**src/design/dcfc_pkg.sv**
```systemverilog
package dcfc_pkg;

    // ------------------------------------------------------------------
    // Register map
    // ------------------------------------------------------------------
    localparam logic [7:0] ADDR_CONFIG   = 8'h00;
    localparam logic [7:0] ADDR_ENABLED  = 8'h04;
    localparam logic [7:0] ADDR_INT_STAT = 8'h08;
    localparam logic [7:0] ADDR_INT_MASK = 8'h0c;
    localparam logic [7:0] ADDR_XFER_CTL = 8'h10;

    // ------------------------------------------------------------------
    // Configuration fields
    // ------------------------------------------------------------------
    localparam int CFG_ENABLE_BIT  = 0;
    localparam int CFG_SRC_LSB     = 1;
    localparam int CFG_DST_LSB     = 6;
    localparam int CFG_FLOW_LSB    = 11;
    localparam int CFG_LOCK_BIT    = 16;
    localparam int CFG_ACTIVE_BIT  = 17;
    localparam int CFG_HALT_BIT    = 18;
    localparam logic [31:0] CFG_RESET = 32'h0000_0000;
    localparam logic [31:0] CFG_WMASK = 32'h0007_dbdf;

    // Interrupt status bits
    localparam int IRQ_DONE_BIT   = 0;
    localparam int IRQ_ERR_BIT    = 1;
    localparam int IRQ_DRAIN_BIT  = 2;
    localparam logic [2:0] IRQ_MASK_RESET = 3'h0;

    // Transfer control register bits
    localparam int XC_LAST_BIT = 0;

    // FIFO depth in words
    localparam int FIFO_DEPTH = 4;
    localparam logic [2:0] FIFO_FULL = 3'h4;

    // ------------------------------------------------------------------
    // Types
    // ------------------------------------------------------------------
    typedef enum logic [2:0] {
        FLOW_M2M_DMA  = 3'b000,
        FLOW_M2P_DMA  = 3'b001,
        FLOW_P2M_DMA  = 3'b010,
        FLOW_P2P_DMA  = 3'b011,
        FLOW_P2P_DST  = 3'b100,
        FLOW_M2P_PER  = 3'b101,
        FLOW_P2M_PER  = 3'b110,
        FLOW_P2P_SRC  = 3'b111
    } dcfc_flow_e;

    typedef enum logic [1:0] {
        CTRL_DMA  = 2'b00,
        CTRL_SRC  = 2'b01,
        CTRL_DST  = 2'b10
    } dcfc_ctrl_e;

    typedef struct packed {
        logic       src_is_periph;
        logic       dst_is_periph;
        dcfc_ctrl_e controller;
    } dcfc_flow_s;

    typedef struct packed {
        logic       halt;
        logic       lock;
        dcfc_flow_e flow;
        logic [3:0] dst_sel;
        logic [3:0] src_sel;
        logic       enable;
    } dcfc_cfg_s;

    typedef enum logic [1:0] {
        ST_IDLE = 2'b00,
        ST_RUN  = 2'b01,
        ST_BUSY = 2'b10,
        ST_STOP = 2'b11
    } dcfc_state_e;

endpackage

```
**src/design/dcfc_flow_decode.sv**
```systemverilog
`timescale 1ns/1ps
module dcfc_flow_decode (
    // Flow select in
    input  wire logic [2:0]          flow_transfer_select_i,
    // Decoded roles
    output dcfc_pkg::dcfc_flow_s     flow_o
);

    always_comb begin
        flow_o = '{src_is_periph: 1'b1, dst_is_periph: 1'b1,
                   controller: dcfc_pkg::CTRL_DMA};
        case (flow_transfer_select_i)
            3'b000: begin
                flow_o.src_is_periph = 1'b0;
                flow_o.dst_is_periph = 1'b0;
            end
            3'b001: flow_o.src_is_periph = 1'b0;
            3'b010: flow_o.dst_is_periph = 1'b0;
            3'b011: flow_o.controller = dcfc_pkg::CTRL_DMA;
            3'b100: flow_o.controller = dcfc_pkg::CTRL_DST;
            3'b101: begin
                flow_o.src_is_periph = 1'b0;
                flow_o.controller    = dcfc_pkg::CTRL_DST;
            end
            3'b110: begin
                flow_o.dst_is_periph = 1'b0;
                flow_o.controller    = dcfc_pkg::CTRL_SRC;
            end
            3'b111: flow_o.controller = dcfc_pkg::CTRL_SRC;
            default: flow_o.controller = dcfc_pkg::CTRL_DMA;
        endcase
    end

endmodule

```
**src/design/dcfc_req_mux.sv**
```systemverilog
`timescale 1ns/1ps
module dcfc_req_mux (
    // Selection
    input  wire logic [3:0]  sel_i,
    input  wire logic        use_i,
    // Request line pairs
    input  wire logic [15:0] single_i,
    input  wire logic [15:0] burst_i,
    // Selected pair
    output logic             single_o,
    output logic             burst_o
);

    assign single_o = use_i & single_i[sel_i];
    assign burst_o  = use_i & burst_i[sel_i];

endmodule

```
**src/design/dcfc_channel.sv**
```systemverilog
// Chosen here: the strobed register port and the register offsets.
`timescale 1ns/1ps
// What this block does
// - Config bits 13:11 select both the flow controller and transfer type.
// - Codes 000 to 011 are mem-mem, mem-per, per-mem, per-per under DMA.
// - 100 per-per by dest, 101 mem-per by per, 110 per-mem by per, 111 by src.
// - Bits 9:6 pick the destination requester, ignored when dest is memory.
// - Bits 4:1 pick the source requester, ignored when source is memory.
// - Bits 10 and 5 are unused, read as zero here, and software writes zero.
// - Bit 0 enables the channel and reads back the live enable state.
// - The enable state also shows in the enabled channels summary register.
// - Clearing enable lets the bus beat finish, then stops and drops FIFO data.
// - The channel clears its own enable after the last descriptor or an error.
// - While halted, source peripheral requests are ignored and the FIFO drains.
// - The active flag is zero exactly when the FIFO holds no data.
// - Halt sits at bit 18 and the read-only active flag at bit 17.
// - Descriptor loads never overwrite the configuration register.
module dcfc_channel (
    // Clock and reset
    input  wire logic        sys_clk_i,
    input  wire logic        rst_b_i,
    // Register port
    input  wire logic [7:0]  reg_addr_i,
    input  wire logic [31:0] reg_wdata_i,
    input  wire logic        reg_wr_i,
    input  wire logic        reg_rd_i,
    output logic [31:0]      reg_rdata_o,
    // Peripheral requests
    input  wire logic [15:0] per_single_req_i,
    input  wire logic [15:0] per_burst_req_i,
    // Bus transfer engine
    input  wire logic        bus_busy_i,
    input  wire logic        bus_read_done_i,
    input  wire logic        bus_write_done_i,
    input  wire logic        bus_error_i,
    input  wire logic        desc_load_i,
    input  wire logic        desc_last_i,
    // Transfer qualifiers
    output logic             src_req_o,
    output logic             dst_req_o,
    output logic             read_go_o,
    output logic             write_go_o,
    output logic [1:0]       flow_ctrl_o,
    output logic             lock_o,
    output logic             fifo_active_o,
    output logic             chan_on_o,
    // Interrupt
    output logic             irq_o
);

    // ------------------------------------------------------------------
    // Configuration and state
    // ------------------------------------------------------------------
    dcfc_pkg::dcfc_cfg_s   cfg;
    dcfc_pkg::dcfc_flow_s  flow;
    dcfc_pkg::dcfc_state_e state;
    dcfc_pkg::dcfc_state_e next_state;
    logic [2:0]            fifo_cnt;
    logic [2:0]            int_stat;
    logic [2:0]            int_mask;
    logic                  last_desc;
    logic                  src_sel_req;
    logic                  dst_sel_req;
    logic                  src_burst;
    logic                  dst_burst;
    logic                  fifo_in;
    logic                  fifo_out;
    logic                  wr_cfg;
    logic                  sw_disable;
    logic                  hw_stop;
    logic                  stop_now;
    logic                  drained_evt;
    logic                  active_q;
    logic [31:0]           cfg_word;

    assign wr_cfg = reg_wr_i && (reg_addr_i == dcfc_pkg::ADDR_CONFIG);
    assign sw_disable = wr_cfg && !reg_wdata_i[dcfc_pkg::CFG_ENABLE_BIT];
    assign hw_stop = bus_error_i
                   || (bus_write_done_i && last_desc
                       && fifo_cnt == 3'h1 && !fifo_in);

    // ------------------------------------------------------------------
    // Flow decode and request selection
    // ------------------------------------------------------------------
    dcfc_flow_decode u_flow (
        .flow_transfer_select_i (cfg.flow),
        .flow_o                 (flow)
    );

    dcfc_req_mux u_src_mux (
        .sel_i    (cfg.src_sel),
        .use_i    (flow.src_is_periph && cfg.enable && !cfg.halt),
        .single_i (per_single_req_i),
        .burst_i  (per_burst_req_i),
        .single_o (src_sel_req),
        .burst_o  (src_burst)
    );

    dcfc_req_mux u_dst_mux (
        .sel_i    (cfg.dst_sel),
        .use_i    (flow.dst_is_periph && cfg.enable),
        .single_i (per_single_req_i),
        .burst_i  (per_burst_req_i),
        .single_o (dst_sel_req),
        .burst_o  (dst_burst)
    );

    assign src_req_o   = src_sel_req | src_burst;
    assign dst_req_o   = dst_sel_req | dst_burst;
    assign flow_ctrl_o = flow.controller;
    assign lock_o      = cfg.lock;
    assign chan_on_o   = cfg.enable;

    // Memory sides are always ready; halted sources take no new reads
    assign read_go_o = cfg.enable && !cfg.halt
                     && (fifo_cnt != dcfc_pkg::FIFO_FULL)
                     && (flow.src_is_periph ? src_req_o : 1'b1);
    assign write_go_o = cfg.enable && (fifo_cnt != 3'h0)
                      && (flow.dst_is_periph ? dst_req_o : 1'b1);

    // ------------------------------------------------------------------
    // Channel state machine
    // ------------------------------------------------------------------
    always_comb begin
        next_state = state;
        stop_now   = 1'b0;
        case (state)
            dcfc_pkg::ST_IDLE: begin
                // Enable may be cleared before the machine has left idle
                if (cfg.enable && sw_disable && bus_busy_i) begin
                    next_state = dcfc_pkg::ST_BUSY;
                end else if (cfg.enable && sw_disable) begin
                    stop_now   = 1'b1;
                end else if (cfg.enable) begin
                    next_state = dcfc_pkg::ST_RUN;
                end
            end
            dcfc_pkg::ST_RUN: begin
                if (hw_stop) begin
                    stop_now   = 1'b1;
                    next_state = dcfc_pkg::ST_IDLE;
                end else if (sw_disable && bus_busy_i) begin
                    next_state = dcfc_pkg::ST_BUSY;
                end else if (sw_disable) begin
                    stop_now   = 1'b1;
                    next_state = dcfc_pkg::ST_IDLE;
                end
            end
            dcfc_pkg::ST_BUSY: begin
                if (!bus_busy_i || bus_error_i) begin
                    next_state = dcfc_pkg::ST_STOP;
                end
            end
            dcfc_pkg::ST_STOP: begin
                stop_now   = 1'b1;
                next_state = dcfc_pkg::ST_IDLE;
            end
            default: next_state = dcfc_pkg::ST_IDLE;
        endcase
    end

    always_ff @(posedge sys_clk_i or negedge rst_b_i) begin
        if (!rst_b_i) begin
            state <= dcfc_pkg::ST_IDLE;
        end else begin
            state <= next_state;
        end
    end

    // ------------------------------------------------------------------
    // Configuration register
    // ------------------------------------------------------------------
    always_ff @(posedge sys_clk_i or negedge rst_b_i) begin
        if (!rst_b_i) begin
            cfg <= '0;
        end else begin
            if (wr_cfg) begin
                cfg.halt    <= reg_wdata_i[dcfc_pkg::CFG_HALT_BIT];
                cfg.lock    <= reg_wdata_i[dcfc_pkg::CFG_LOCK_BIT];
                cfg.flow    <= dcfc_pkg::dcfc_flow_e'(
                    reg_wdata_i[dcfc_pkg::CFG_FLOW_LSB +: 3]);
                cfg.dst_sel <= reg_wdata_i[dcfc_pkg::CFG_DST_LSB +: 4];
                cfg.src_sel <= reg_wdata_i[dcfc_pkg::CFG_SRC_LSB +: 4];
            end
            // Descriptor loads touch nothing here
            if (hw_stop && cfg.enable) begin
                cfg.enable <= 1'b0;
            end else if (wr_cfg && reg_wdata_i[dcfc_pkg::CFG_ENABLE_BIT]) begin
                cfg.enable <= 1'b1;
            end else if (stop_now) begin
                cfg.enable <= 1'b0;
            end
        end
    end

    // ------------------------------------------------------------------
    // Last descriptor tracking
    // ------------------------------------------------------------------
    always_ff @(posedge sys_clk_i or negedge rst_b_i) begin
        if (!rst_b_i) begin
            last_desc <= 1'b0;
        end else if (desc_load_i) begin
            last_desc <= desc_last_i;
        end else if (!cfg.enable) begin
            last_desc <= 1'b0;
        end
    end

    // ------------------------------------------------------------------
    // FIFO occupancy
    // ------------------------------------------------------------------
    assign fifo_in  = bus_read_done_i && cfg.enable
                    && (fifo_cnt != dcfc_pkg::FIFO_FULL);
    assign fifo_out = bus_write_done_i && (fifo_cnt != 3'h0);

    always_ff @(posedge sys_clk_i or negedge rst_b_i) begin
        if (!rst_b_i) begin
            fifo_cnt <= 3'h0;
        end else if (stop_now) begin
            fifo_cnt <= 3'h0;
        end else if (fifo_in && !fifo_out) begin
            fifo_cnt <= fifo_cnt + 3'h1;
        end else if (fifo_out && !fifo_in) begin
            fifo_cnt <= fifo_cnt - 3'h1;
        end
    end

    assign fifo_active_o = (fifo_cnt != 3'h0);

    // ------------------------------------------------------------------
    // Interrupt status and mask
    // ------------------------------------------------------------------
    always_ff @(posedge sys_clk_i or negedge rst_b_i) begin
        if (!rst_b_i) begin
            active_q <= 1'b0;
        end else begin
            active_q <= fifo_active_o;
        end
    end

    assign drained_evt = active_q && !fifo_active_o && cfg.halt;

    always_ff @(posedge sys_clk_i or negedge rst_b_i) begin
        if (!rst_b_i) begin
            int_stat <= 3'h0;
        end else begin
            if (reg_rd_i && reg_addr_i == dcfc_pkg::ADDR_INT_STAT) begin
                int_stat <= 3'h0;
            end
            // Events win over the read clear
            if (hw_stop && !bus_error_i && cfg.enable) begin
                int_stat[dcfc_pkg::IRQ_DONE_BIT] <= 1'b1;
            end
            if (bus_error_i && cfg.enable) begin
                int_stat[dcfc_pkg::IRQ_ERR_BIT] <= 1'b1;
            end
            if (drained_evt) begin
                int_stat[dcfc_pkg::IRQ_DRAIN_BIT] <= 1'b1;
            end
        end
    end

    always_ff @(posedge sys_clk_i or negedge rst_b_i) begin
        if (!rst_b_i) begin
            int_mask <= dcfc_pkg::IRQ_MASK_RESET;
        end else if (reg_wr_i && reg_addr_i == dcfc_pkg::ADDR_INT_MASK) begin
            int_mask <= reg_wdata_i[2:0];
        end
    end

    assign irq_o = |(int_stat & int_mask);

    // ------------------------------------------------------------------
    // Read data
    // ------------------------------------------------------------------
    always_comb begin
        cfg_word = 32'h0; // Bits 10, 5 and 31:19 read zero
        cfg_word[dcfc_pkg::CFG_HALT_BIT]   = cfg.halt;
        cfg_word[dcfc_pkg::CFG_ACTIVE_BIT] = fifo_active_o;
        cfg_word[dcfc_pkg::CFG_LOCK_BIT]   = cfg.lock;
        cfg_word[dcfc_pkg::CFG_FLOW_LSB +: 3] = cfg.flow;
        cfg_word[dcfc_pkg::CFG_DST_LSB +: 4]  = cfg.dst_sel;
        cfg_word[dcfc_pkg::CFG_SRC_LSB +: 4]  = cfg.src_sel;
        cfg_word[dcfc_pkg::CFG_ENABLE_BIT]    = cfg.enable;
    end

    always_ff @(posedge sys_clk_i or negedge rst_b_i) begin
        if (!rst_b_i) begin
            reg_rdata_o <= 32'h0;
        end else if (reg_rd_i) begin
            case (reg_addr_i)
                dcfc_pkg::ADDR_CONFIG:   reg_rdata_o <= cfg_word;
                dcfc_pkg::ADDR_ENABLED:  reg_rdata_o <= {31'h0, cfg.enable};
                dcfc_pkg::ADDR_INT_STAT: reg_rdata_o <= {29'h0, int_stat};
                dcfc_pkg::ADDR_INT_MASK: reg_rdata_o <= {29'h0, int_mask};
                dcfc_pkg::ADDR_XFER_CTL: reg_rdata_o <= {30'h0, state};
                default:                 reg_rdata_o <= 32'h0;
            endcase
        end else begin
            reg_rdata_o <= 32'h0;
        end
    end

endmodule

```
**config.mk**
```make
export PLATFORM = sky130hd
export DESIGN_NAME = dcfc_channel
export DESIGN_NICKNAME = d
export VERILOG_FILES = /design/src/design/dcfc_pkg.sv /design/src/design/dcfc_flow_decode.sv /design/src/design/dcfc_req_mux.sv /design/src/design/dcfc_channel.sv
export SDC_FILE = /design/constraint.sdc
export NUM_CORES = 1
export LEC_CHECK = 0
export BUFFER_PORTS_ARGS = -buffer_cell sky130_fd_sc_hd__buf_2
export CAP_MARGIN = 20
export CORE_MARGIN = 2
export CORE_UTILIZATION = 30
export CTS_CLUSTER_DIAMETER = 120
export DETAILED_ROUTE_END_ITERATION = 16
export HOLD_SLACK_MARGIN = 0.03
export PLACE_DENSITY = 0.64
export SLEW_MARGIN = 20
export SYNTH_ARGS = -nofsm -noshare
export SYNTH_HDL_FRONTEND = slang
export SYNTH_SLANG_ARGS = --single-unit
```
**constraint.sdc**
```tcl
create_clock -name sys_clk_i -period 2.3 [get_ports sys_clk_i]
set_clock_uncertainty 0.05 [all_clocks]
set_input_delay 0.23 -clock sys_clk_i [delete_from_list [all_inputs] [get_ports sys_clk_i]]
set_output_delay 0.23 -clock sys_clk_i [all_outputs]
set_load 0.02 [all_outputs]
```
* Word level (Yosys, flattened, before mapping) *
Cells that the tools add are included.

storage, ports and cells
  flip-flop bits (word level) = 59
  input bits = 82
  output and inout port bits = 42

operators by class
  $add $sub $neg = 2
  $lt $le $gt $ge = 2
  eq/ne operators = 20
  mux-type cells = 41
  bitwise gates (word level) = 7
  reductions and logical operators = 54

operator list
  operator                                                    count
  case mux 19 bit (5 select lines)                            1
  2-to-1 mux 32 bit                                           1
  logical AND 1 bit                                           30
  2-to-1 mux 1 bit                                            21
  binary-select mux 1 bit (select 4 bit)                      4
  equality test 8 x 4 -> 1 bit, second input constant         2
  2-to-1 mux 2 bit                                            7
  equality test 3 bit, second input constant                  4
  2-to-1 mux 3 bit                                            4
  less-than comparator 4 x 5 -> 1 bit, second input constant  2
  != test 3 bit, second input constant                        3
  nonzero test 3 bit                                          3
  OR reduction 3 bit                                          3
  equality test 8 x 3 -> 1 bit, second input constant         1
  equality test 8 x 5 -> 1 bit, second input constant         1
  logical NOT 8 bit                                           1
  case mux 2 bit (4 select lines)                             1
  logical NOT 1 bit                                           7
  equality test 3 x 1 -> 1 bit, second input constant         2
  nonzero test 2 bit                                          3
  bitwise AND 1 bit                                           4
  equality test 2 bit, second input constant                  2
  != test 2 bit, second input constant                        2
  != test 4 bit, second input constant                        1
  other kinds (13)                                            16

* Longest topological paths before layout *
  depth after elaboration = 10
  depth in mapped cells = 7

* Modules after synthesis *
From an unflattened synthesis, not the netlist that was laid out.

second synthesis, totals
  cell total of the unflattened synthesis = 263
  area, all modules = 2775.2 sq um

by module, submodules not included
  module            instances  cells an instance  area an instance (sq um)  sequential area each (sq um)
  dcfc_channel      1          195                2138.3                    1051.0
  dcfc_req_mux      2          31                 300.3                     0.0
  dcfc_flow_decode  1          6                  36.3                      0.0

* Least setup slack after synthesis *
OpenSTA, ideal clock, no wires.

  path kind = flip-flop to output port
  from = register cfg[1] (netlist name)
  to = output src_req_o
  data arrival time = 1.771 ns
  required time = 2.020 ns
  setup slack = 0.249 ns
  stages on the path, launching flop included = 6
  buffers on the path = 1
  cells stage by stage = dfrtp_1 -> buf_6 -> mux4_1 -> mux2i_1 -> o211ai_1 -> nor3b_1

on the way
  word-level cells in the longest chain between the ends = 4
  elaborated cells between the ends (all ways) = 7

RTL lines
  item                                                       line                                    source
  start, declared                                            dcfc_channel.sv:54                      dcfc_pkg::dcfc_cfg_s cfg;
  binary-select mux 1 bit (select 4 bit) (on tied branches)  dcfc_req_mux.sv:14, dcfc_req_mux.sv:15
  2-to-1 mux 1 bit (on tied branches)                        dcfc_req_mux.sv:14, dcfc_req_mux.sv:15
  bitwise AND 1 bit (on tied branches)                       dcfc_req_mux.sv:14, dcfc_req_mux.sv:15
  OR 1 bit (*)                                               dcfc_channel.sv:108                     assign src_req_o = src_sel_req | src_burst;
  end, declared                                              dcfc_channel.sv:39                      output logic src_req_o,

Every way passes the cells marked *; elsewhere a longest branch is shown, timed or not. The select of a mux whose other input is x is not followed.

* Worst setup path after layout *
  from = register cfg[1] (netlist name)
  to = output read_go_o

on the way
  word-level cells in the longest chain between the ends = 6
  elaborated cells between the ends (all ways) = 9

RTL lines
  item                                                       line                                    source
  binary-select mux 1 bit (select 4 bit) (on tied branches)  dcfc_req_mux.sv:14, dcfc_req_mux.sv:15
  2-to-1 mux 1 bit (on tied branches)                        dcfc_req_mux.sv:14, dcfc_req_mux.sv:15
  bitwise AND 1 bit (on tied branches)                       dcfc_req_mux.sv:14, dcfc_req_mux.sv:15
  OR 1 bit (*)                                               dcfc_channel.sv:108
  2-to-1 mux 1 bit (*)                                       dcfc_channel.sv:117                     && (flow.src_is_periph ? src_req_o : 1'b1);
  logical AND 1 bit (*)                                      dcfc_channel.sv:117
  end, declared                                              dcfc_channel.sv:41                      output logic read_go_o,

Marks and branches as above.

==> results.cfg <==
[cts]
cts-root-buf = clkbuf_8
clk_latency_ns = 0.29
clkTransAtPathRegs_ns = 0.08
clockBufferDepth = 2
tritoncts = done
cts.sinks = 42
htree_num_levels = 2
cts_buffers = 5

[worst_setup_path]
r2r_slack_ns = 0.48
start_kind = flop
crit_fanout = 5
timing.rr.start = fifo_cnt[1]
required_ns = 2.02
path_buf_inv = 1
worstPathCellList = mux4_2 > mux2i_1 > o211ai_1 > a221oi_2 > buf_4
startpoint = cfg[1]
critPathKind = flop to primary output
endpoint_kind = primary output
cpPeakStageDelay_ns = 0.50
cp_data_arrival_time_ns = 2.03
cp-endpoint = read_go_o
worst-path-stages = 5
crit_family = multiplexers
reg2regPathDepth = 7
r2r-end = state[1]
slowest_stage = mux4_2

[synthesis]
synth_compound_area_share_pct = 10.3
synth_edf_count = 0
ys_types = 49
muxShareOfSynthArea_pct = 17.5
syn_inst = 224
syn_area_per_cell_sq_um = 10.9
synth_top_family_by_area = simple AND/OR/NAND/NOR gates
syn_area_sq_um = 2440
synthXorXnorAreaFrac_pct = 0.717
ys_seq_area_share_pct = 43.0
synth_fa_ha_area_share_pct = 2.05
synthFlopType = dfrtp_1
ys_async_sr_fraction_pct = 100
ys_ff_latch = 42
ys_warn_count = 0
yosys.area_share.simple_pct = 17.6

[routing]
finalWirelength_microns = 5440
vias = 1958
viasPerCell = 4.68
wl_per_cell_microns = 13.0
drt_iter0_markers = 39
route.detailed.drc = 0
antenna_left = 0
dr.pass1.iters = 4

[worst_hold_path]
hold_class = input port to flop
hp-start = desc_load_i

[timing]
finalMaxSlewViolations = 0
layout_setup_ws_ns = -0.00953
max_freq_ghz = 0.433
rsz0062_at_grt = yes
min_period_over_period_pct = 100
hold_violations = 0
setup_violations = 1
setup_tns_ns = -0.00953
post-route-min-period_ns = 2.31

[layout]
n_antenna_cell = 0
area_growth_syn_to_layout_pct = 24.0
final_cells = 418
nets = 402
drive_gt1_share_pct = 43.4
final_core_util_pct = 38.8

[place]
hpwl_microns = 4380
place_ws_ns = 0.158
dp.cells = 409
io_buffers = 88
place_congestion = 0.770

[grt]
grt_pass1_vias = 1815
grt_first_pass_wirelength_microns = 8720
grt_use_total_pct = 12.6
grt_overflow = 0
grt_start_max_net_pins = 20
antenna_found_initial = 0

[floorplan]
die_width_microns = 94.3
rows = 32
initial_core_util_pct = 31.3
die_h_microns = 94.3
io_pins = 124
die_area_sq_um = 8880
core-area_sq_um = 7810

[pwr]
peakVddDrop_mv = 0.157
power.leakage_nw = 1.54
powerDensity_nw_per_um2 = 564

[run_status]
violations = negative setup slack
status = complete, but fails checks

[flow_run]
drv_cap = 0
[layout by cell type (no fill, tap or decap), drive strengths merged, types with 4 or more instances in the layout]
cell type / instances
conb: 17
mux2i: 4
dfrtp: 42
nor2: 25
buf: 95
a21oi: 6
ha: 4
o21ai: 4
nand2: 12
nand3b: 6
mux2: 17
clkbuf: 5
inv: 7
nor2b: 4
mux4: 8
and2: 14
nand2b: 4
[state kept, by name (all words and copies together), names as in the netlist]
| signal | count |
|---|---|
| reg_rdata_o | 15 |
| fifo_cnt | 3 |
| int_stat | 3 |
| active_q | 1 |
| int_mask | 3 |
| chan_on_o | 1 |
| lock_o | 1 |
| state | 2 |
| last_desc | 1 |
| cfg | 12 |
[kinds of logic after synthesis]
logic type | Yosys count
xor+xnor | 2
compound gates | 32
simple gates | 80
flops | 42
fa+ha+maj | 4
other cells | 1
mux | 29
buf+inv | 34
[power by group]
part           switching [W]  internal, W
clock network       0.000248     0.000204
logic               0.000223     0.000185
registers          0.0000588     0.000791
total               0.000530      0.00118
[layout make-up]
| type | instances | area (sq um) |
|---|---|---|
| inverter | 7 | 26.3 |
| tap | 102 | 128 |
| sequential | 42 | 1050 |
| clock buffer | 5 | 68.8 |
| multi-input combinational | 164 | 1230 |
| timing repair buffer | 96 | 510 |
| clock inverter | 2 | 10.0 |
| fill | 815 | 4780 |
[synth_stat cells (2+ instances only)]
| library cell | count | area (sq um) |
|---|---|---|
| and2_1 | 14 | 87.6 |
| mux2_2 | 17 | 191 |
| o21ai_0 | 4 | 20.0 |
| or2_2 | 3 | 18.8 |
| nand2b_1 | 4 | 25.0 |
| a21oi_1 | 6 | 30.0 |
| ha_1 | 4 | 50.1 |
| o211ai_1 | 2 | 15.0 |
| a22oi_1 | 2 | 15.0 |
| nand3_1 | 3 | 15.0 |
| a211oi_1 | 2 | 15.0 |
| clkbuf_2 | 2 | 10.0 |
| mux4_2 | 4 | 90.1 |
| nor3_1 | 2 | 10.0 |
| a32o_1 | 2 | 20.0 |
| a21o_1 | 2 | 15.0 |
| buf_4 | 19 | 143 |
| mux4_1 | 4 | 105 |
| buf_2 | 3 | 15.0 |
| inv_1 | 7 | 26.3 |
| nand3b_1 | 6 | 45.0 |
| mux2i_1 | 4 | 40.0 |
| nor2_1 | 25 | 93.8 |
| nor4_2 | 2 | 25.0 |
| nand2_1 | 12 | 45.0 |
| dfrtp_1 | 42 | 1050 |
| clkbuf_1 | 2 | 7.51 |
| nor2b_1 | 4 | 25.0 |
[metal layers]
metal	share of wire (%)	GRT usage, %	vias up
met5	0	0	-
met4	1.2	4.23	0
met3	7.6	2.97	8
met2	45	19.0	85
met1	46	17.7	920
li1	-	-	945
[metrics by stage]
stage	hold WS [ns]	power, W	cell area [sq um]
finish	0.0806	0.00171	3030
global route	0.0814	0.00181	3030
CTS	0.0745	0.00173	3020
detailed placement	0.148	0.00127	2930
global placement	0.146	0.00126	2930
floorplan	-0.116	0.00116	2500
[what timing repair did]
item                                    in CTS  in global routing
pin swaps                                    3                  2
endpoints found under the setup margin       3                  4
hold buffers                                 1                  0
setup buffers                                1                  0
gates resized for setup                      5                  2
hold endpoints to repair                    17                  0
[how the worst min path moves through the flow]
stage	endpoint	slack, ns	cells after the start
2_1_floorplan	active_q	-0.12	0
3_3_place_gp	reg_rdata_o[13]	0.15	1
3_5_place_dp	reg_rdata_o[13]	0.15	1
4_1_cts	last_desc	0.07	2
5_1_grt	last_desc	0.08	2
6_report	last_desc	0.08	2
(Power assumes the default switching activity.)
